## config.mk

```make
export PLATFORM = sky130hd
export DESIGN_NAME = oce_out_stage
export DESIGN_NICKNAME = d
export VERILOG_FILES = /design/src/rtl/oce_pkg.sv /design/src/rtl/oce_out_stage.sv /design/src/rtl/oce_div.sv
export SDC_FILE = /design/constraint.sdc
export NUM_CORES = 1
export LEC_CHECK = 0
export ABC_AREA = 1
export BUFFER_PORTS_ARGS = -buffer_cell sky130_fd_sc_hd__buf_2
export CAP_MARGIN = 20
export CORE_AREA = 2 2 282 284
export DETAILED_ROUTE_END_ITERATION = 12
export DIE_AREA = 0 0 284 286
export PLACE_DENSITY = 0.6
export SYNTH_ARGS = -nofsm -noshare
export SYNTH_HDL_FRONTEND = slang
export SYNTH_SLANG_ARGS = --single-unit
```

## constraint.sdc

```tcl
create_clock -name CLK -period 6.1 [get_ports CLK]
set_clock_uncertainty 0.2 [all_clocks]
set_input_delay 0.305 -clock CLK [delete_from_list [all_inputs] [get_ports CLK]]
set_output_delay 0.305 -clock CLK [all_outputs]
set_load 0.005 [all_outputs]
```

## src/rtl/oce_pkg.sv

```systemverilog
package oce_pkg;
    // ****************************************************************
    // Bus geometry
    // ****************************************************************
    localparam int ADDR_W = 8;
    localparam int DATA_W = 32;
    localparam int NUM_CH = 6;
    localparam int NUM_OUT = 8;
    localparam int LOW_DIV_W = 20;
    localparam int UP_DIV_W = 11;

    // ****************************************************************
    // Register offsets
    // ****************************************************************
    localparam logic [7:0] GLOBAL_OFS = 8'h00;
    localparam logic [7:0] STATUS_OFS = 8'h04;
    localparam logic [7:0] CH_CFG_OFS = 8'h10;
    localparam logic [7:0] UP_DIV0_OFS = 8'h30;
    localparam logic [7:0] UP_DIV5_OFS = 8'h34;
    localparam logic [7:0] OUT_TYPE_OFS = 8'h40;

    // ****************************************************************
    // Global register fields
    // ****************************************************************
    localparam int G_SWRST = 0;
    localparam int G_LOOP_PDN = 1;
    localparam int G_SYNC_SW = 3;
    localparam int G_SYNC_MUTE = 4;
    localparam int G_QUAL1 = 5;
    localparam int G_QUAL2 = 8;
    localparam int G_MSB = 10;
    localparam logic [31:0] GLOBAL_RST = 32'h0000_07F0;

    // ****************************************************************
    // Channel configuration fields
    // ****************************************************************
    localparam int C_PDN = 20;
    localparam int C_AMUTE = 21;
    localparam int C_LVL = 22;
    localparam int C_SYNC_EN = 24;
    localparam int C_SRC = 25;
    localparam int C_MSB = 26;
    localparam logic [31:0] CH_CFG_RST = 32'h0020_0004;
    localparam logic [10:0] UP_DIV_RST = 11'h001;

    // ****************************************************************
    // Sources and driver codes
    // ****************************************************************
    typedef enum logic [1:0] {
        SRC_LOOP1 = 2'h0,
        SRC_LOOP2 = 2'h1,
        SRC_XO = 2'h2,
        SRC_TCXO = 2'h3
    } oce_src_t;

    localparam logic [7:0] TYPE_OFF = 8'h00;
    localparam logic [7:0] TYPE_LVDS = 8'h10;
    localparam logic [7:0] TYPE_CML = 8'h14;
    localparam logic [7:0] TYPE_PECL = 8'h18;
    localparam logic [7:0] TYPE_HCSL_EXT = 8'h2C;
    localparam logic [7:0] TYPE_HCSL_INT = 8'h2D;
    localparam logic [3:0] TYPE_SE_HI = 4'h3;
    localparam logic [1:0] PIN_HIZ = 2'h0;
    localparam logic [1:0] PIN_LOW = 2'h1;
    localparam logic [1:0] PIN_INV = 2'h2;
    localparam logic [1:0] PIN_TRUE = 2'h3;
    localparam logic [1:0] LVL_DIFF_HI = 2'h1;
    localparam logic [1:0] LVL_DIFF_LO = 2'h2;
endpackage : oce_pkg

```

## src/rtl/oce_out_stage.sv

```systemverilog
// Functional notes
// - Six dividers; pairs 2/3, 4/5 share one
// - Single-stage dividers are twenty bits wide
// - First/last channel: 11-bit times 20-bit cascade
// - Each divider powers down by configuration
// - Auto power-down; shared needs both drivers off
// - Driver type codes select differential or off
// - Single-ended codes set each pin independently
// - Unpowered channel idle, others unaffected
// - Auto-mute squelches on invalid selected source
// - Loop source validity follows qualified lock
// - Crystal or oscillator bypass invalid on LOSS_OF_SIGNAL
// - Differential mute: common, high or low
// - Single-ended mute forces each pin low or floating independently
// - Both mute fields zero bypasses muting
// - Loop outputs start clean after lock
// - Clean start after supply, powerdown, sync
// - Sync holds enabled dividers reset and muted
module oce_out_stage
    import oce_pkg::*;
(
    // Clock and reset
    input wire logic CLK,
    input wire logic RST_N,
    // Register port
    input wire logic [ADDR_W-1:0] ADDR,
    input wire logic [DATA_W-1:0] WDATA,
    input wire logic WR,
    input wire logic RD,
    output logic [DATA_W-1:0] RDATA,
    // Loop and input status
    input wire logic [1:0] ANALOG_LOCK,
    input wire logic [1:0] DIGITAL_LOCK,
    input wire logic [1:0] OSC_LOCK,
    input wire logic XO_LOS,
    input wire logic TCXO_LOS,
    // Device pins
    input wire logic HARD_PDN_N,
    input wire logic SYNC_N,
    input wire logic [NUM_CH-1:0] SUPPLY_GOOD,
    // Output drivers
    output logic [NUM_OUT-1:0] OUT_P,
    output logic [NUM_OUT-1:0] OUT_P_OE,
    output logic [NUM_OUT-1:0] OUT_N,
    output logic [NUM_OUT-1:0] OUT_N_OE,
    output logic [NUM_OUT-1:0] OUT_CM
);
    // ****************************************************************
    // Registers
    // ****************************************************************
    logic [G_MSB:0] glob;
    logic [G_MSB:0] next_glob;
    logic [C_MSB:0] ch_cfg [NUM_CH];
    logic [C_MSB:0] next_ch_cfg [NUM_CH];
    logic [UP_DIV_W-1:0] up_div [2];
    logic [UP_DIV_W-1:0] next_up_div [2];
    logic [7:0] out_type [NUM_OUT];
    logic [7:0] next_out_type [NUM_OUT];
    logic [DATA_W-1:0] next_rdata;

    // Channel state
    logic [NUM_CH-1:0] lvl;
    logic [NUM_CH-1:0] muted;
    logic [NUM_CH-1:0] next_muted;
    logic [NUM_CH-1:0] hold;
    logic [NUM_CH-1:0] next_hold;
    logic [NUM_CH-1:0] pwr;
    logic [NUM_CH-1:0] drv_on;
    logic [NUM_CH-1:0] invalid;
    logic [NUM_CH-1:0] clr;
    logic [1:0] up_wrap;
    logic sync_act;
    logic dev_off;

    always_comb begin
        next_glob = glob;
        next_ch_cfg = ch_cfg;
        next_up_div = up_div;
        next_out_type = out_type;
        next_rdata = '0;
        if (WR) begin
            if (ADDR == GLOBAL_OFS) begin
                next_glob = WDATA[G_MSB:0];
            end
            if (ADDR == UP_DIV0_OFS) begin
                next_up_div[0] = WDATA[UP_DIV_W-1:0];
            end
            if (ADDR == UP_DIV5_OFS) begin
                next_up_div[1] = WDATA[UP_DIV_W-1:0];
            end
            for (int i = 0; i < NUM_CH; i++) begin
                if (ADDR == CH_CFG_OFS + 8'(4 * i)) begin
                    next_ch_cfg[i] = WDATA[C_MSB:0];
                end
            end
            for (int k = 0; k < NUM_OUT; k++) begin
                if (ADDR == OUT_TYPE_OFS + 8'(4 * k)) begin
                    next_out_type[k] = WDATA[7:0];
                end
            end
        end
        // Unmapped reads answer zero
        if (RD) begin
            if (ADDR == GLOBAL_OFS) begin
                next_rdata = DATA_W'(glob);
            end
            if (ADDR == STATUS_OFS) begin
                next_rdata = {8'h00, 2'b00, invalid, 2'b00, muted, 2'b00, pwr};
            end
            if (ADDR == UP_DIV0_OFS) begin
                next_rdata = DATA_W'(up_div[0]);
            end
            if (ADDR == UP_DIV5_OFS) begin
                next_rdata = DATA_W'(up_div[1]);
            end
            for (int i = 0; i < NUM_CH; i++) begin
                if (ADDR == CH_CFG_OFS + 8'(4 * i)) begin
                    next_rdata = DATA_W'(ch_cfg[i]);
                end
            end
            for (int k = 0; k < NUM_OUT; k++) begin
                if (ADDR == OUT_TYPE_OFS + 8'(4 * k)) begin
                    next_rdata = DATA_W'(out_type[k]);
                end
            end
        end
    end

    always_ff @(posedge CLK or negedge RST_N) begin
        if (!RST_N) begin
            glob <= GLOBAL_RST[G_MSB:0];
            for (int i = 0; i < NUM_CH; i++) begin
                ch_cfg[i] <= CH_CFG_RST[C_MSB:0];
            end
            up_div[0] <= UP_DIV_RST;
            up_div[1] <= UP_DIV_RST;
            for (int k = 0; k < NUM_OUT; k++) begin
                out_type[k] <= TYPE_OFF;
            end
            RDATA <= '0;
        end else begin
            glob <= next_glob;
            ch_cfg <= next_ch_cfg;
            up_div <= next_up_div;
            out_type <= next_out_type;
            RDATA <= next_rdata;
        end
    end

    // ****************************************************************
    // Source validity, power and sync
    // ****************************************************************
    function automatic logic drv_en(input logic [7:0] t);
        drv_en = (t != TYPE_OFF);
    endfunction : drv_en

    function automatic logic loop_bad(input logic [2:0] q, input logic a,
                                      input logic d, input logic o, input logic hard_powerdown_pin);
        // A powered-down loop is never lock, so its outputs stay muted where auto-mute is on
        loop_bad = hard_powerdown_pin || (q[0] && !a) || (q[1] && !d) || (q[2] && !o);
    endfunction : loop_bad

    always_comb begin
        dev_off = !HARD_PDN_N || glob[G_SWRST];
        sync_act = !SYNC_N || glob[G_SYNC_SW];
        // Shared dividers stay up while either driver is on
        drv_on[0] = drv_en(out_type[0]);
        drv_on[1] = drv_en(out_type[1]);
        drv_on[2] = drv_en(out_type[2]) || drv_en(out_type[3]);
        drv_on[3] = drv_en(out_type[4]) || drv_en(out_type[5]);
        drv_on[4] = drv_en(out_type[6]);
        drv_on[5] = drv_en(out_type[7]);
        for (int i = 0; i < NUM_CH; i++) begin
            pwr[i] = drv_on[i] && !ch_cfg[i][C_PDN] && SUPPLY_GOOD[i] && !dev_off;
            case (oce_src_t'(ch_cfg[i][C_SRC +: 2]))
                SRC_LOOP1: invalid[i] = loop_bad(glob[G_QUAL1 +: 3], ANALOG_LOCK[0],
                    DIGITAL_LOCK[0], OSC_LOCK[0], glob[G_LOOP_PDN]);
                SRC_LOOP2: invalid[i] = loop_bad(glob[G_QUAL2 +: 3], ANALOG_LOCK[1],
                    DIGITAL_LOCK[1], OSC_LOCK[1], glob[G_LOOP_PDN + 1]);
                SRC_XO: invalid[i] = XO_LOS;
                SRC_TCXO: invalid[i] = TCXO_LOS;
                default: invalid[i] = 1'b1;
            endcase
            // Hold starts only once the divider is low: no short last period
            if (ch_cfg[i][C_SYNC_EN] && sync_act) begin
                next_hold[i] = hold[i] || !lvl[i];
            end else begin
                next_hold[i] = 1'b0;
            end
            clr[i] = hold[i] || !pwr[i];
            // Both mute fields zero means no mute at all
            if (!ch_cfg[i][C_AMUTE] && ch_cfg[i][C_LVL +: 2] == 2'b00) begin
                next_muted[i] = 1'b0;
            end else if (!lvl[i]) begin
                next_muted[i] = (ch_cfg[i][C_AMUTE] && invalid[i])
                    || !pwr[i]
                    || (ch_cfg[i][C_SYNC_EN] && glob[G_SYNC_MUTE] && sync_act);
            end else begin
                next_muted[i] = muted[i];
            end
        end
    end

    always_ff @(posedge CLK or negedge RST_N) begin
        if (!RST_N) begin
            hold <= '0;
            muted <= '1;
        end else begin
            hold <= next_hold;
            muted <= next_muted;
        end
    end

    // ****************************************************************
    // Dividers
    // ****************************************************************
    // Cascaded stages on the first and last channel
    oce_div #(.W(UP_DIV_W)) u_up0 (
        .clk(CLK), .rst_n(RST_N), .clr(clr[0]), .adv(1'b1),
        .div(up_div[0]), .level(), .wrap(up_wrap[0])
    );
    oce_div #(.W(UP_DIV_W)) u_up5 (
        .clk(CLK), .rst_n(RST_N), .clr(clr[5]), .adv(1'b1),
        .div(up_div[1]), .level(), .wrap(up_wrap[1])
    );

    for (genvar g = 0; g < NUM_CH; g++) begin : g_ch
        logic adv;
        // Lower stage steps once per upper-stage wrap: product of both
        assign adv = (g == 0) ? up_wrap[0] : (g == 5) ? up_wrap[1] : 1'b1;
        oce_div #(.W(LOW_DIV_W)) u_div (
            .clk(CLK), .rst_n(RST_N), .clr(clr[g]), .adv(adv),
            .div(ch_cfg[g][LOW_DIV_W-1:0]), .level(lvl[g]), .wrap()
        );
    end

    // ****************************************************************
    // Drivers
    // ****************************************************************
    function automatic logic [2:0] ch_of(input int k);
        case (k)
            0: ch_of = 3'd0;
            1: ch_of = 3'd1;
            2, 3: ch_of = 3'd2;
            4, 5: ch_of = 3'd3;
            6: ch_of = 3'd4;
            default: ch_of = 3'd5;
        endcase
    endfunction : ch_of

    // Pin code: 0 HiZ, 1 low, 2 inverted, 3 true
    function automatic logic [1:0] pin_drv(input logic [1:0] code, input logic c);
        case (code)
            PIN_LOW: pin_drv = 2'b10;
            PIN_INV: pin_drv = {1'b1, !c};
            PIN_TRUE: pin_drv = {1'b1, c};
            default: pin_drv = 2'b00;
        endcase
    endfunction : pin_drv

    always_comb begin
        logic [2:0] c;
        logic [7:0] t;
        logic [1:0] ml;
        logic [1:0] pp;
        logic [1:0] pn;
        c = '0;
        t = '0;
        ml = '0;
        pp = '0;
        pn = '0;
        for (int k = 0; k < NUM_OUT; k++) begin
            c = ch_of(k);
            t = out_type[k];
            ml = ch_cfg[c][C_LVL +: 2];
            OUT_P[k] = 1'b0;
            OUT_N[k] = 1'b0;
            OUT_P_OE[k] = 1'b0;
            OUT_N_OE[k] = 1'b0;
            OUT_CM[k] = 1'b0;
            if (!pwr[c]) begin
                OUT_P_OE[k] = 1'b0;
            end else if (t == TYPE_LVDS || t == TYPE_CML || t == TYPE_PECL
                         || t == TYPE_HCSL_EXT || t == TYPE_HCSL_INT) begin
                OUT_P_OE[k] = 1'b1;
                OUT_N_OE[k] = 1'b1;
                if (!muted[c]) begin
                    OUT_P[k] = lvl[c];
                    OUT_N[k] = !lvl[c];
                end else if (ml == LVL_DIFF_HI) begin
                    OUT_P[k] = 1'b1;
                end else if (ml == LVL_DIFF_LO) begin
                    OUT_N[k] = 1'b1;
                end else begin
                    OUT_P_OE[k] = 1'b0;
                    OUT_N_OE[k] = 1'b0;
                    OUT_CM[k] = 1'b1;
                end
            end else if (t[7:4] == TYPE_SE_HI) begin
                pp = pin_drv(t[3:2], lvl[c]);
                pn = pin_drv(t[1:0], lvl[c]);
                // Muted pin without its low bit set floats
                if (muted[c]) begin
                    pp = ml[0] ? 2'b10 : 2'b00;
                    pn = ml[1] ? 2'b10 : 2'b00;
                end
                OUT_P_OE[k] = pp[1];
                OUT_P[k] = pp[0];
                OUT_N_OE[k] = pn[1];
                OUT_N[k] = pn[0];
            end
        end
    end
endmodule : oce_out_stage

```

## src/rtl/oce_div.sv

```systemverilog
module oce_div
    import oce_pkg::*;
#(
    parameter int W = 20
) (
    // Clock and reset
    input wire logic clk,
    input wire logic rst_n,
    // Control
    input wire logic clr,
    input wire logic adv,
    input wire logic [W-1:0] div,
    // Result
    output logic level,
    output logic wrap
);
    logic [W-1:0] cnt;
    logic [W-1:0] n;
    logic [W-1:0] next_cnt;
    logic next_level;

    // Values below two act as two: no pass-through
    always_comb begin
        n = (div < W'(2)) ? W'(2) : div;
        // Wrap at or past the end: a smaller divide value takes hold at once
        wrap = adv && (cnt >= n - W'(1));
        if (clr) begin
            next_cnt = '0;
        end else if (wrap) begin
            next_cnt = '0;
        end else if (adv) begin
            next_cnt = cnt + W'(1);
        end else begin
            next_cnt = cnt;
        end
        // Low first half so a released divider starts on a clean low
        next_level = !clr && (next_cnt >= (n >> 1));
    end

    always_ff @(posedge clk or negedge rst_n) begin
        if (!rst_n) begin
            cnt <= '0;
            level <= 1'b0;
        end else begin
            cnt <= next_cnt;
            level <= next_level;
        end
    end
endmodule : oce_div

```

# --- Word-level counts from Yosys, hierarchy flattened ---
# Index checks and enable logic that the tools add are counted.
totals:
  regBits: 451
  latch_bits: 0
  ram_bits: 0
  mem_bits_ro: 0
  inputBits: 60
  out_inout_bits: 72
  word_cells: 716
  mem_count: 0
op_classes:
  add_sub_neg: 16
  mul: 0
  div: 0
  order_cmp: 22
  eq_ne: 149
  shift: 0
  mux: 285
  n_bitwise: 0
  n_reduce_logical: 205
op_table:
  columns: ["operator", "n"]
  rows:
  - ["20-bit 2-to-1 mux", 20]
  - ["27-bit 2-to-1 mux", 14]
  - ["8-bit by 5-bit equality test with 1-bit output (second input constant)", 28]
  - ["1-bit 2-to-1 mux", 190]
  - ["8-bit by 6-bit equality test with 1-bit output (second input constant)", 20]
  - ["20-bit by 1-bit adder with 20-bit output (second input constant)", 6]
  - ["20-bit by 19-bit greater-or-equal comparator with 1-bit output", 6]
  - ["20-bit greater-or-equal comparator", 6]
  - ["20-bit by 2-bit < comparator with 1-bit output (second input constant)", 6]
  - ["20-bit by 1-bit subtractor with 20-bit output (second input constant)", 6]
  - ["2-bit equality test (second input constant)", 50]
  - ["2-bit case mux with 3 select lines", 16]
  - ["11-bit 2-to-1 mux", 7]
  - ["1-bit logical OR", 66]
  - ["22-bit 2-to-1 mux", 3]
  - ["8-bit by 7-bit equality test with 1-bit output (second input constant)", 8]
  - ["8-bit nonzero test", 8]
  - ["1-bit logical AND", 62]
  - ["2-bit by 1-bit equality test with 1-bit output (second input constant)", 28]
  - ["2-bit 2-to-1 mux", 28]
  - ["1-bit logical NOT", 39]
  - ["2-bit AND reduction", 17]
  - ["4-bit by 2-bit equality test with 1-bit output (second input constant)", 8]
  - ["32-bit 2-to-1 mux", 1]
  - ["other kinds (9)", 34]

# --- Logic depth before layout (Yosys ltp) ---
# Gate-level depths: netlist (run 1).
logic_depth:
  depth_word: 24
  depth_mapped: 42

# --- Cells and area by module ---
# A second synthesis (run 1) with hierarchy kept.
hier_totals:
  cells_unflattened: 4454
  hier_area_um2: 32840.2
by_module_without_submodules:
  columns: ["mod", "instances", "cells_per_inst", "area_each_um2", "seq_area_each_um2"]
  rows:
  - ["oce_out_stage", 1, 1910, 15048.2, 7490.9]
  - ["oce_div (g_ch[1].u_div ...)", 3, 357, 2473.6, 525.5]
  - ["oce_div (g_ch[0].u_div)", 1, 350, 2529.9, 525.5]
  - ["oce_div (g_ch[3].u_div)", 1, 353, 2494.9, 525.5]
  - ["oce_div (g_ch[4].u_div)", 1, 353, 2484.9, 525.5]
  - ["oce_div (u_up0)", 1, 215, 1465.2, 300.3]
  - ["oce_div (u_up5)", 1, 202, 1396.3, 300.3]

# --- Worst setup path after synthesis (run 1) ---
# No wires, ideal clock.
synth_path:
  path_type: "reg2reg"
  startpoint: "reg ch_cfg[141] (netlist bit)"
  endpoint: "reg g_ch[0].u_div.level"
  t_arrival_ps: 4784
  setup_slack_ps: 1002
  path_stages_with_launch: 40
  path_buffers: 1
  synth_period_minus_slack_ps: 5098
  path_cell_list: "dfrtp_1 inv_2 nand2_1 nor3_1 nand2_1 nor2_1 nand3_1 nand2_1 ha_1 nand2_1 nor2_1 inv_1 nor3_1 nand2_1 xor2_1 inv_1 ha_1 nand2_1 (+4 left out) a21boi_1 inv_2 buf_2 nor2_1 ha_1 a21oi_1 o21a_1 nor2_1 nor3_1 nand3_1 nand2_1 inv_1 nor2_1 o21ai_0 nand2_1 nand3b_1 nand2_1 inv_1"
synth_via:
  elab_chain_len: 9
synth_lines:
  columns: ["element", "line", "source"]
  rows:
  - ["start, declared", "oce_out_stage.sv:53", "logic [C_MSB:0] ch_cfg [NUM_CH];"]
  - ["start signal, assigned by index", "oce_out_stage.sv:133", "ch_cfg[i] <= CH_CFG_RST[C_MSB:0];"]
  - ["start signal, assigned", "oce_out_stage.sv:143", "ch_cfg <= next_ch_cfg;"]
  - ["20-bit by 2-bit < comparator with 1-bit output", "oce_div.sv:24", "n = (div < W'(2)) ? W'(2) : div;"]
  - ["20-bit 2-to-1 mux *", "oce_div.sv:24", null]
  - ["20-bit by 1-bit subtractor with 20-bit output *", "oce_div.sv:26", "wrap = adv && (cnt >= n - W'(1));"]
  - ["20-bit greater-or-equal comparator *", "oce_div.sv:26", null]
  - ["1-bit logical AND *", "oce_div.sv:26", null]
  - ["20-bit 2-to-1 mux *", "oce_div.sv:29", "end else if (wrap) begin"]
  - ["20-bit 2-to-1 mux *", "oce_div.sv:27", "if (clr) begin"]
  - ["net g_ch[0].u_div.next_cnt[7]", "oce_div.sv:19", "logic [W-1:0] next_cnt;"]
  - ["20-bit by 19-bit greater-or-equal comparator with 1-bit output *", "oce_div.sv:37", "next_level = !clr && (next_cnt >= (n >> 1));"]
  - ["1-bit logical AND *", "oce_div.sv:37", null]
  - ["net g_ch[0].u_div.next_level", "oce_div.sv:20", "logic next_level;"]
  - ["end signal, assigned", "oce_div.sv:46", "level <= next_level;"]
  - ["end, declared", "oce_div.sv:14", "output logic level,"]
# Mark *: on every way through the listed nets, which the timed path passes. The rest lies on a longest branch.
# A chain may end at the register's enable or synchronous reset.

# --- Worst setup path after layout (run 1) ---
layout_path:
  startpoint: "reg ch_cfg[114] (netlist bit)"
  endpoint: "reg g_ch[1].u_div.level"
layout_via:
  elab_chain_len: 8
layout_lines:
  columns: ["element", "line"]
  rows:
  - ["20-bit by 2-bit < comparator with 1-bit output", "oce_div.sv:24"]
  - ["20-bit 2-to-1 mux *", "oce_div.sv:24"]
  - ["20-bit by 1-bit subtractor with 20-bit output *", "oce_div.sv:26"]
  - ["20-bit greater-or-equal comparator *", "oce_div.sv:26"]
  - ["20-bit 2-to-1 mux *", "oce_div.sv:29"]
  - ["20-bit 2-to-1 mux *", "oce_div.sv:27"]
  - ["net g_ch[1].u_div.next_cnt[1]", "oce_div.sv:19"]
  - ["20-bit by 19-bit greater-or-equal comparator with 1-bit output *", "oce_div.sv:37"]
  - ["1-bit logical AND *", "oce_div.sv:37"]
  - ["net g_ch[1].u_div.next_level", "oce_div.sv:20"]
  - ["end signal, assigned", "oce_div.sv:46"]
  - ["end, declared", "oce_div.sv:14"]
# Marked as above.

==> impl_metrics.tcl, run 1 <==
set metrics [dict create \
    finalSetupViolCount 0 \
    cp.required_ps 6430 \
    design.core.area_sq_um 78360 \
    sum_of_negative_setup_slack_ps 0 \
    grt_pass1_vias 27120 \
    port_buffers 121 \
    startpoint_type "flip-flop" \
    holdWs_ps 57.28 \
    clock_sink_count 446 \
    p_switching_mw 2.935 \
    crit_path_time_final_ps 5669 \
    ys_types 63 \
    tightest_slew_ps 1163 \
    max-slew-margin-rel 0.2238 \
    route.vias.total 28610 \
    totalWireLength_mm 104.1 \
    timing.hold.worst_path_depth 4 \
    endpoint_kind "flip-flop" \
    worstHoldPathType "in2reg" \
    static_leakage_nw 16.64 \
    critical_path.max_stage_delay_ps 530 \
    tritoncts "done" \
    ctsLongestPathBuffers 3 \
    die_width_um 284 \
    wl_per_cell_um 19.42 \
    design.die.area_sq_um 81220 \
    report.power.total_mw 8.647 \
    period_share 0.9294 \
    hpwl_mm 79.81 \
    synth_area_leaders "sky130_fd_sc_hd__dfrtp_1, sky130_fd_sc_hd__ha_1, sky130_fd_sc_hd__nand2_1" \
    htree_num_levels 2 \
    path_class "reg2reg" \
    final_net_count 4614 \
    critical_path.slowest_cell "sky130_fd_sc_hd__or4_1" \
    syn_area_sq_um 30950 \
    grt_pass1_wl_mm 159.8 \
    crit_fanout 5 \
    power.combinational.fraction 0.254 \
    power.internal_mw 5.712 \
    regToRegEndpoint "g_ch[1].u_div.level" \
    start_util 0.3950 \
    async_reset_ff_frac 1.000 \
    maxSlewViolCount 0 \
    timing.critical_path.max_delay_family "simple AND/OR/NAND/NOR gates" \
    synth.yosys.warnings 0 \
    cpMostUsedCell "sky130_fd_sc_hd__nand2_1" \
    fillCellCount 8064 \
    antenna_violations_before_repair 6 \
    postSynth.topFlopCell "sky130_fd_sc_hd__dfrtp_1" \
    i_o_pin_cnt 132 \
    result_of_the_run "finished clean" \
    drt_iter0_drc 2575 \
    cts-buffers-inserted 52 \
    placementRows 103 \
    gp_congestion 0.9600 \
    seqPwrFrac 0.370 \
    grtUsageTotal 0.2529 \
    finalHoldViolCount 0 \
    hold_path_startpoint "WDATA[4]" \
    cp_num_buf_inv 4 \
    finish.utilization 0.4459 \
    grt_setup_unrepaired "yes" \
    worstSkewPairLatency_ps 630 \
    clock-root-buffer "sky130_fd_sc_hd__clkbuf_16" \
    clock_power_share 0.376 \
    overflow 0 \
    postSynthRegisterBits 446 \
    synthDominantCellAreaShare 0.3388 \
    arrival_ps 6000 \
    synth_enable_flop_cells 0 \
    p_sw_frac 0.3394 \
    power-per-cell-area_nw_per_um2 247.5 \
    worst_slack_ps 430.9 \
    regToRegSetupSlack_ps 430 \
    ff2ff_path_depth 34 \
    viasPerCell 5.340 \
    pre_cts_ws_ps 171.0 \
    clock_pin_transition_on_the_worst_setup_and_hold_timing_paths_ps 70 \
    syn-instance-count 4114 \
    sequential_cell_area_sq_um 11200 \
    synthesis.area_per_instance_sq_um 7.522 \
    drc 0 \
    yosysSeqAreaShare 0.3617 \
    drv.max_cap_violation_count 0 \
    peakVddDrop_v 0.0002089 \
    layout-area-overhead-vs-synth_pct 12.91 \
    grt_max_degree 174 \
    post-synth-top-area-cell "sky130_fd_sc_hd__dfrtp_1" \
    r2r_start "ch_cfg[114]" \
    multi_input_gate_area_sq_um 17440 \
    ant_nets 0 \
    share_of_final_layout_standard_cells_stronger_than_drive_strength_1 0.09635 \
    clock.fmax_mhz 176.4 \
    die_height_um 286 \
    detailedRoute.firstPassIterationCount 6 \
    worstHoldEndpoint "out_type[36]" \
]
cells in the final DEF (no fill, tap or decap), types with 7 or more instances in the layout:
cell type                       count
sky130_fd_sc_hd__buf_4             62
sky130_fd_sc_hd__clkbuf_1          16
sky130_fd_sc_hd__o21ai_1           15
sky130_fd_sc_hd__inv_2             20
sky130_fd_sc_hd__inv_1            512
sky130_fd_sc_hd__clkbuf_16         52
sky130_fd_sc_hd__nand4_1           94
sky130_fd_sc_hd__nor4_1            23
sky130_fd_sc_hd__o211ai_1          15
sky130_fd_sc_hd__nand2_1          841
sky130_fd_sc_hd__nor3_1           125
sky130_fd_sc_hd__dfrtp_1          417
sky130_fd_sc_hd__a31oi_1           48
sky130_fd_sc_hd__buf_2            121
sky130_fd_sc_hd__or2_2              9
sky130_fd_sc_hd__xnor2_1           29
sky130_fd_sc_hd__nor3b_1           20
sky130_fd_sc_hd__dfstp_2           27
sky130_fd_sc_hd__nand3_1          139
sky130_fd_sc_hd__nor2_1           411
sky130_fd_sc_hd__a211oi_1          24
sky130_fd_sc_hd__clkinv_2           8
sky130_fd_sc_hd__nand2_2            7
sky130_fd_sc_hd__o22ai_1           14
sky130_fd_sc_hd__nor2_4             9
sky130_fd_sc_hd__o2111ai_1          7
sky130_fd_sc_hd__nand3_2           12
sky130_fd_sc_hd__nor3_2            16
sky130_fd_sc_hd__o21ai_0          393
sky130_fd_sc_hd__a21oi_1          231
sky130_fd_sc_hd__xor2_1           145
sky130_fd_sc_hd__a21boi_0           9
sky130_fd_sc_hd__nor4_2             9
sky130_fd_sc_hd__o211a_1            9
sky130_fd_sc_hd__dlygate4sd3_1      9
sky130_fd_sc_hd__ha_1             290
sky130_fd_sc_hd__nor2_2            21
stage by stage:
| step | instances | area, sq um |
|---|---|---|
| 5_1_grt | 5357 | 34940 |
| 3_3_place_gp | 5248 | 32930 |
| 3_5_place_dp | 5249 | 32940 |
| 6_report | 5358 | 34940 |
| 4_1_cts | 5355 | 34760 |
| 2_1_floorplan | 4118 | 30960 |
worst max path at each step:
stage / startpoint / to / slack, ps / depth (start not counted)
floorplan: ch_cfg[141] / g_ch[0].u_div.level / 1000 / 39
detailed placement: ch_cfg[31] / g_ch[4].u_div.level / 170 / 35
finish: ch_cfg[114] / g_ch[1].u_div.level / 430 / 34
CTS: ch_cfg[36] / g_ch[4].u_div.level / 170 / 35
global route: ch_cfg[142] / g_ch[0].u_div.level / -80 / 40
global placement: ch_cfg[31] / g_ch[4].u_div.level / 260 / 35
final cells by class:
type                            count  area share
Antenna cell                        1  0.00007162
Clock buffer                       74     0.04132
Clock inverter                     23    0.008379
Inverter                          539     0.05805
Multi-Input combinational cell   3029      0.4990
Sequential cell                   446      0.3205
Tap cell                         1050     0.03760
Timing Repair Buffer              196     0.03513
cell usage after synthesis (6+ instances only):
cell type and n:
sky130_fd_sc_hd__dfstp_2 27, sky130_fd_sc_hd__dfrtp_1 419, sky130_fd_sc_hd__xnor2_1 29, sky130_fd_sc_hd__o211ai_1 15
sky130_fd_sc_hd__a31oi_1 48, sky130_fd_sc_hd__a21oi_1 233, sky130_fd_sc_hd__nor2_1 418, sky130_fd_sc_hd__nor3_2 7
sky130_fd_sc_hd__nand2_1 844, sky130_fd_sc_hd__nor4_2 6, sky130_fd_sc_hd__nor4_1 26, sky130_fd_sc_hd__nand4_1 94
sky130_fd_sc_hd__ha_1 290, sky130_fd_sc_hd__o22ai_1 14, sky130_fd_sc_hd__nand3_1 143, sky130_fd_sc_hd__nor3_1 134
sky130_fd_sc_hd__inv_1 515, sky130_fd_sc_hd__buf_2 23, sky130_fd_sc_hd__inv_2 19, sky130_fd_sc_hd__o21ai_0 394
sky130_fd_sc_hd__or2_2 9, sky130_fd_sc_hd__o21ai_1 14, sky130_fd_sc_hd__nand3_2 8, sky130_fd_sc_hd__clkbuf_1 70
sky130_fd_sc_hd__buf_4 10, sky130_fd_sc_hd__xor2_1 145, sky130_fd_sc_hd__nor2_2 16, sky130_fd_sc_hd__a21boi_0 9
sky130_fd_sc_hd__o2111ai_1 7, sky130_fd_sc_hd__o21a_1 6, sky130_fd_sc_hd__nor2_4 7, sky130_fd_sc_hd__o211a_1 9
sky130_fd_sc_hd__o21bai_1 6, sky130_fd_sc_hd__nor3b_1 22, sky130_fd_sc_hd__a211oi_1 24
power groups by stage:
stage,logic [mW],clock network [mW],registers [mW]
2_1_floorplan,1.51,0,3.20
3_3_place_gp,2.12,0,3.24
3_5_place_dp,2.15,0,3.25
4_1_cts,2.17,3.30,3.19
5_1_grt,2.53,3.41,3.21
6_report,2.20,3.25,3.20
layer usage:
metal / part of all wire / global-route usage / up-vias
met1: 0.45 / 0.3493 / 13430
met3: 0.068 / 0.03333 / 203
li1: - / - / 14010
met2: 0.44 / 0.4028 / 972
met4: 0.042 / 0.09842 / 0
met5: 0 / 0 / -
registers in the layout, indices dropped and copies added (netlist names):
register	count
g_ch.u_div.cnt	120
out_type	64
up_div	22
u_up0.cnt	11
RDATA	27
hold	6
glob	11
muted	6
g_ch.u_div.level	6
ch_cfg	162
u_up5.cnt	11
cells by family (layout without fill, tap and decap cells):
logic type,Yosys count,after routing,synth area share
other,1,6,0.0001212
flip-flops,446,446,0.3617
XOR/XNOR,174,174,0.04924
adder cells (fa/ha/maj),290,290,0.1172
AND/OR/NAND/NOR,1759,1759,0.2497
AO/OA/AOI/OAI,801,801,0.1418
buffers and inverters,643,832,0.08013
tightest hold or removal path, delay by kind of cell:
kind / cells / cell delay, ps
AOI/OAI and AO/OA: 1 / 190
buffers and inverters: 3 / 350
timing repair:
item / CTS / global route
gates resized for setup: 0 / 45
hold buffers: 9 / 0
setup buffers: 0 / 2
setup endpoints to repair: 0 / 6
endpoints found under the hold margin: 136 / 0
Power figures use the tool's default switching activity.
==> inputs of run 2 (changes only) <==
--- a/config.mk
+++ b/config.mk
@@ -6,7 +6,7 @@
 export NUM_CORES = 1
 export LEC_CHECK = 0
 export ABC_AREA = 1
-export BUFFER_PORTS_ARGS = -buffer_cell sky130_fd_sc_hd__buf_2
+export BUFFER_PORTS_ARGS = -buffer_cell sky130_fd_sc_hd__buf_4
 export CAP_MARGIN = 20
 export CORE_AREA = 2 2 282 284
 export DETAILED_ROUTE_END_ITERATION = 12
==> constraint.sdc (replaced) <==
create_clock -name CLK -period 6.7 [get_ports CLK]
set_clock_uncertainty 0.2 [all_clocks]
set_input_delay 0.335 -clock CLK [delete_from_list [all_inputs] [get_ports CLK]]
set_output_delay 0.335 -clock CLK [all_outputs]
set_load 0.005 [all_outputs]
==> run 2 against run 1 <==
- first-iteration DRC count shrank 5.1%
- clock power shrank 2%
- register-to-register slack gained 280 ps
- utilization grew 0.097 points
- die area is the same
- non-clock buffer count shrank 34
- clock-buffer cell count grew 1
- critical path depth grew 3
- cell area grew 0.22%
- cell count shrank 0.62%
- sequential share of layout area shrank 0.077 points
- critical endpoint unchanged
- highest routed layer is now met5
==> impl_metrics.tcl, run 2 (synthesis results as in run 1) <==
set metrics [dict create \
    period_share 0.8946 \
    layout.cells.most_common_list "sky130_fd_sc_hd__nand2_1, sky130_fd_sc_hd__inv_1, sky130_fd_sc_hd__dfrtp_1, sky130_fd_sc_hd__nor2_1, sky130_fd_sc_hd__o21ai_0" \
    die_width_um 284 \
    drc 0 \
    clock_pin_transition_on_the_worst_setup_and_hold_timing_paths_ps 70 \
    timing.hold.worst_path_depth 3 \
    detailedRoute.firstPassIterationCount 6 \
    cpMostUsedCell "sky130_fd_sc_hd__nand2_1" \
    finalSetupViolCount 0 \
    mostFrequentLayoutCell "sky130_fd_sc_hd__nand2_1" \
    totalWireLength_mm 103.7 \
    r2r_start "ch_cfg[115]" \
    tightest_slew_ps 1111 \
    hold_path_startpoint "WDATA[16]" \
    htree_num_levels 2 \
    clock.fmax_mhz 166.8 \
    viasPerCell 5.333 \
    placementRows 103 \
    startpoint_type "flip-flop" \
    fillCellCount 8071 \
    drv.max_cap_violation_count 0 \
    path_class "reg2reg" \
    grtUsageTotal 0.2539 \
    overflow 0 \
    endpoint_kind "flip-flop" \
    port_buffers 121 \
    largest_register "ch_cfg" \
    post-place-cells 5216 \
    reg.largest.list "ch_cfg (162), g_ch.u_div.cnt (120), out_type (64)" \
    ff2ff_path_depth 37 \
    ant_nets 0 \
    design.die.area_sq_um 81220 \
    gp_congestion 0.9536 \
    finalHoldViolCount 0 \
    critical_path.slowest_cell "sky130_fd_sc_hd__dfrtp_1" \
    crit_path_time_final_ps 5994 \
    i_o_pin_cnt 132 \
    static_leakage_nw 16.57 \
    die_height_um 286 \
    grt_setup_unrepaired "no" \
    crit_fanout 5 \
    grt_max_degree 120 \
    route.vias.total 28400 \
    power-per-cell-area_nw_per_um2 230.0 \
    report.power.total_mw 8.055 \
    share_of_final_layout_standard_cells_stronger_than_drive_strength_1 0.08283 \
    worstHoldEndpoint "ch_cfg[124]" \
    final_net_count 4580 \
    sum_of_negative_setup_slack_ps 0 \
    worstSkewPairLatency_ps 650 \
    antenna_violations_before_repair 4 \
    max_reg_flops 162 \
    design.core.area_sq_um 78360 \
    wl_per_cell_um 19.47 \
    regToRegEndpoint "g_ch[1].u_div.level" \
    grt_pass1_vias 26870 \
    grt_pass1_wl_mm 160.4 \
    worstHoldPathType "in2reg" \
    tritoncts "done" \
    critical_path.max_stage_delay_ps 420 \
    ctsLongestPathBuffers 3 \
    drt_iter0_drc 2443 \
    hpwl_mm 79.48 \
    cts-buffers-inserted 52 \
    regToRegSetupSlack_ps 710 \
    cp.required_ps 7050 \
    start_util 0.3950 \
    peakVddDrop_v 0.0002157 \
    result_of_the_run "finished clean" \
    clock-root-buffer "sky130_fd_sc_hd__clkbuf_16" \
    clock_sink_count 446 \
    layout-area-overhead-vs-synth_pct 13.15 \
    arrival_ps 6350 \
    maxSlewViolCount 0 \
    final_cell_count_without_fillers 5325 \
    max-slew-margin-rel 0.2585 \
]
==> run 2: repair_timing <==
action                                  in CTS  in global routing
endpoints found under the setup margin       0                  1
hold buffers                                10                  0
endpoints found under the hold margin      157                  0
resized for setup                            0                  4
buffers inserted                             0                  0
==> run 2: where the power goes <==
part,internal [mW],leakage [nW],switching [mW]
sequential,2.79,6.09,0.126
combinational,0.674,9.54,1.27
clock,1.91,0.940,1.29
==> run 2: routing by layer <==
layer,wire (um),vias up,GRT usage
met5,25,-,0
met4,3893,4,0.08974
met3,6675,191,0.03796
met2,46820,876,0.4084
met1,46250,13360,0.3483
li1,-,13970,-
==> run 2: area by class of cell <==
type,instances,area (sq um),area share
antenna,1,2.502,0.00007146
clock buffer,75,1528,0.04363
clock inverter,23,380.4,0.01086
inverter,539,2026,0.05785
multi-input combinational,3029,17300,0.4940
sequential,446,11190,0.3197
tap,1050,1314,0.03752
timing repair buffer,162,1274,0.03637
==> run 2: worst max-delay path by stage <==
stage,startpoint,end
floorplan,ch_cfg[141],g_ch[0].u_div.level
global placement,ch_cfg[147],g_ch[0].u_div.level
detailed placement,ch_cfg[147],g_ch[0].u_div.level
CTS,ch_cfg[152],g_ch[0].u_div.level
global route,ch_cfg[36],g_ch[4].u_div.level
finish,ch_cfg[115],g_ch[1].u_div.level
==> run 2: through the flow <==
| step | setup slack (ps) | cell area [sq um] | util | hold WS, ps |
|---|---|---|---|---|
| floorplan | 1602 | 30960 | - | -160.6 |
| global placement | 648.6 | 32990 | 0.4211 | 265.9 |
| detailed placement | 569.3 | 32990 | 0.4211 | 273.4 |
| CTS | 507.5 | 35000 | 0.4467 | 17.93 |
| global route | 25.48 | 35010 | 0.4469 | 43.83 |
| finish | 706.1 | 35020 | 0.4469 | 55.90 |
==> run 2: critical path: cells and delay by family, from the launching register on <==
kind	cells	cell delay, ps
xor+xnor	1	150
simple gates	22	3210
flops	1	420
fa+ha+maj	3	750
buf+inv	6	480
compound gates	5	700
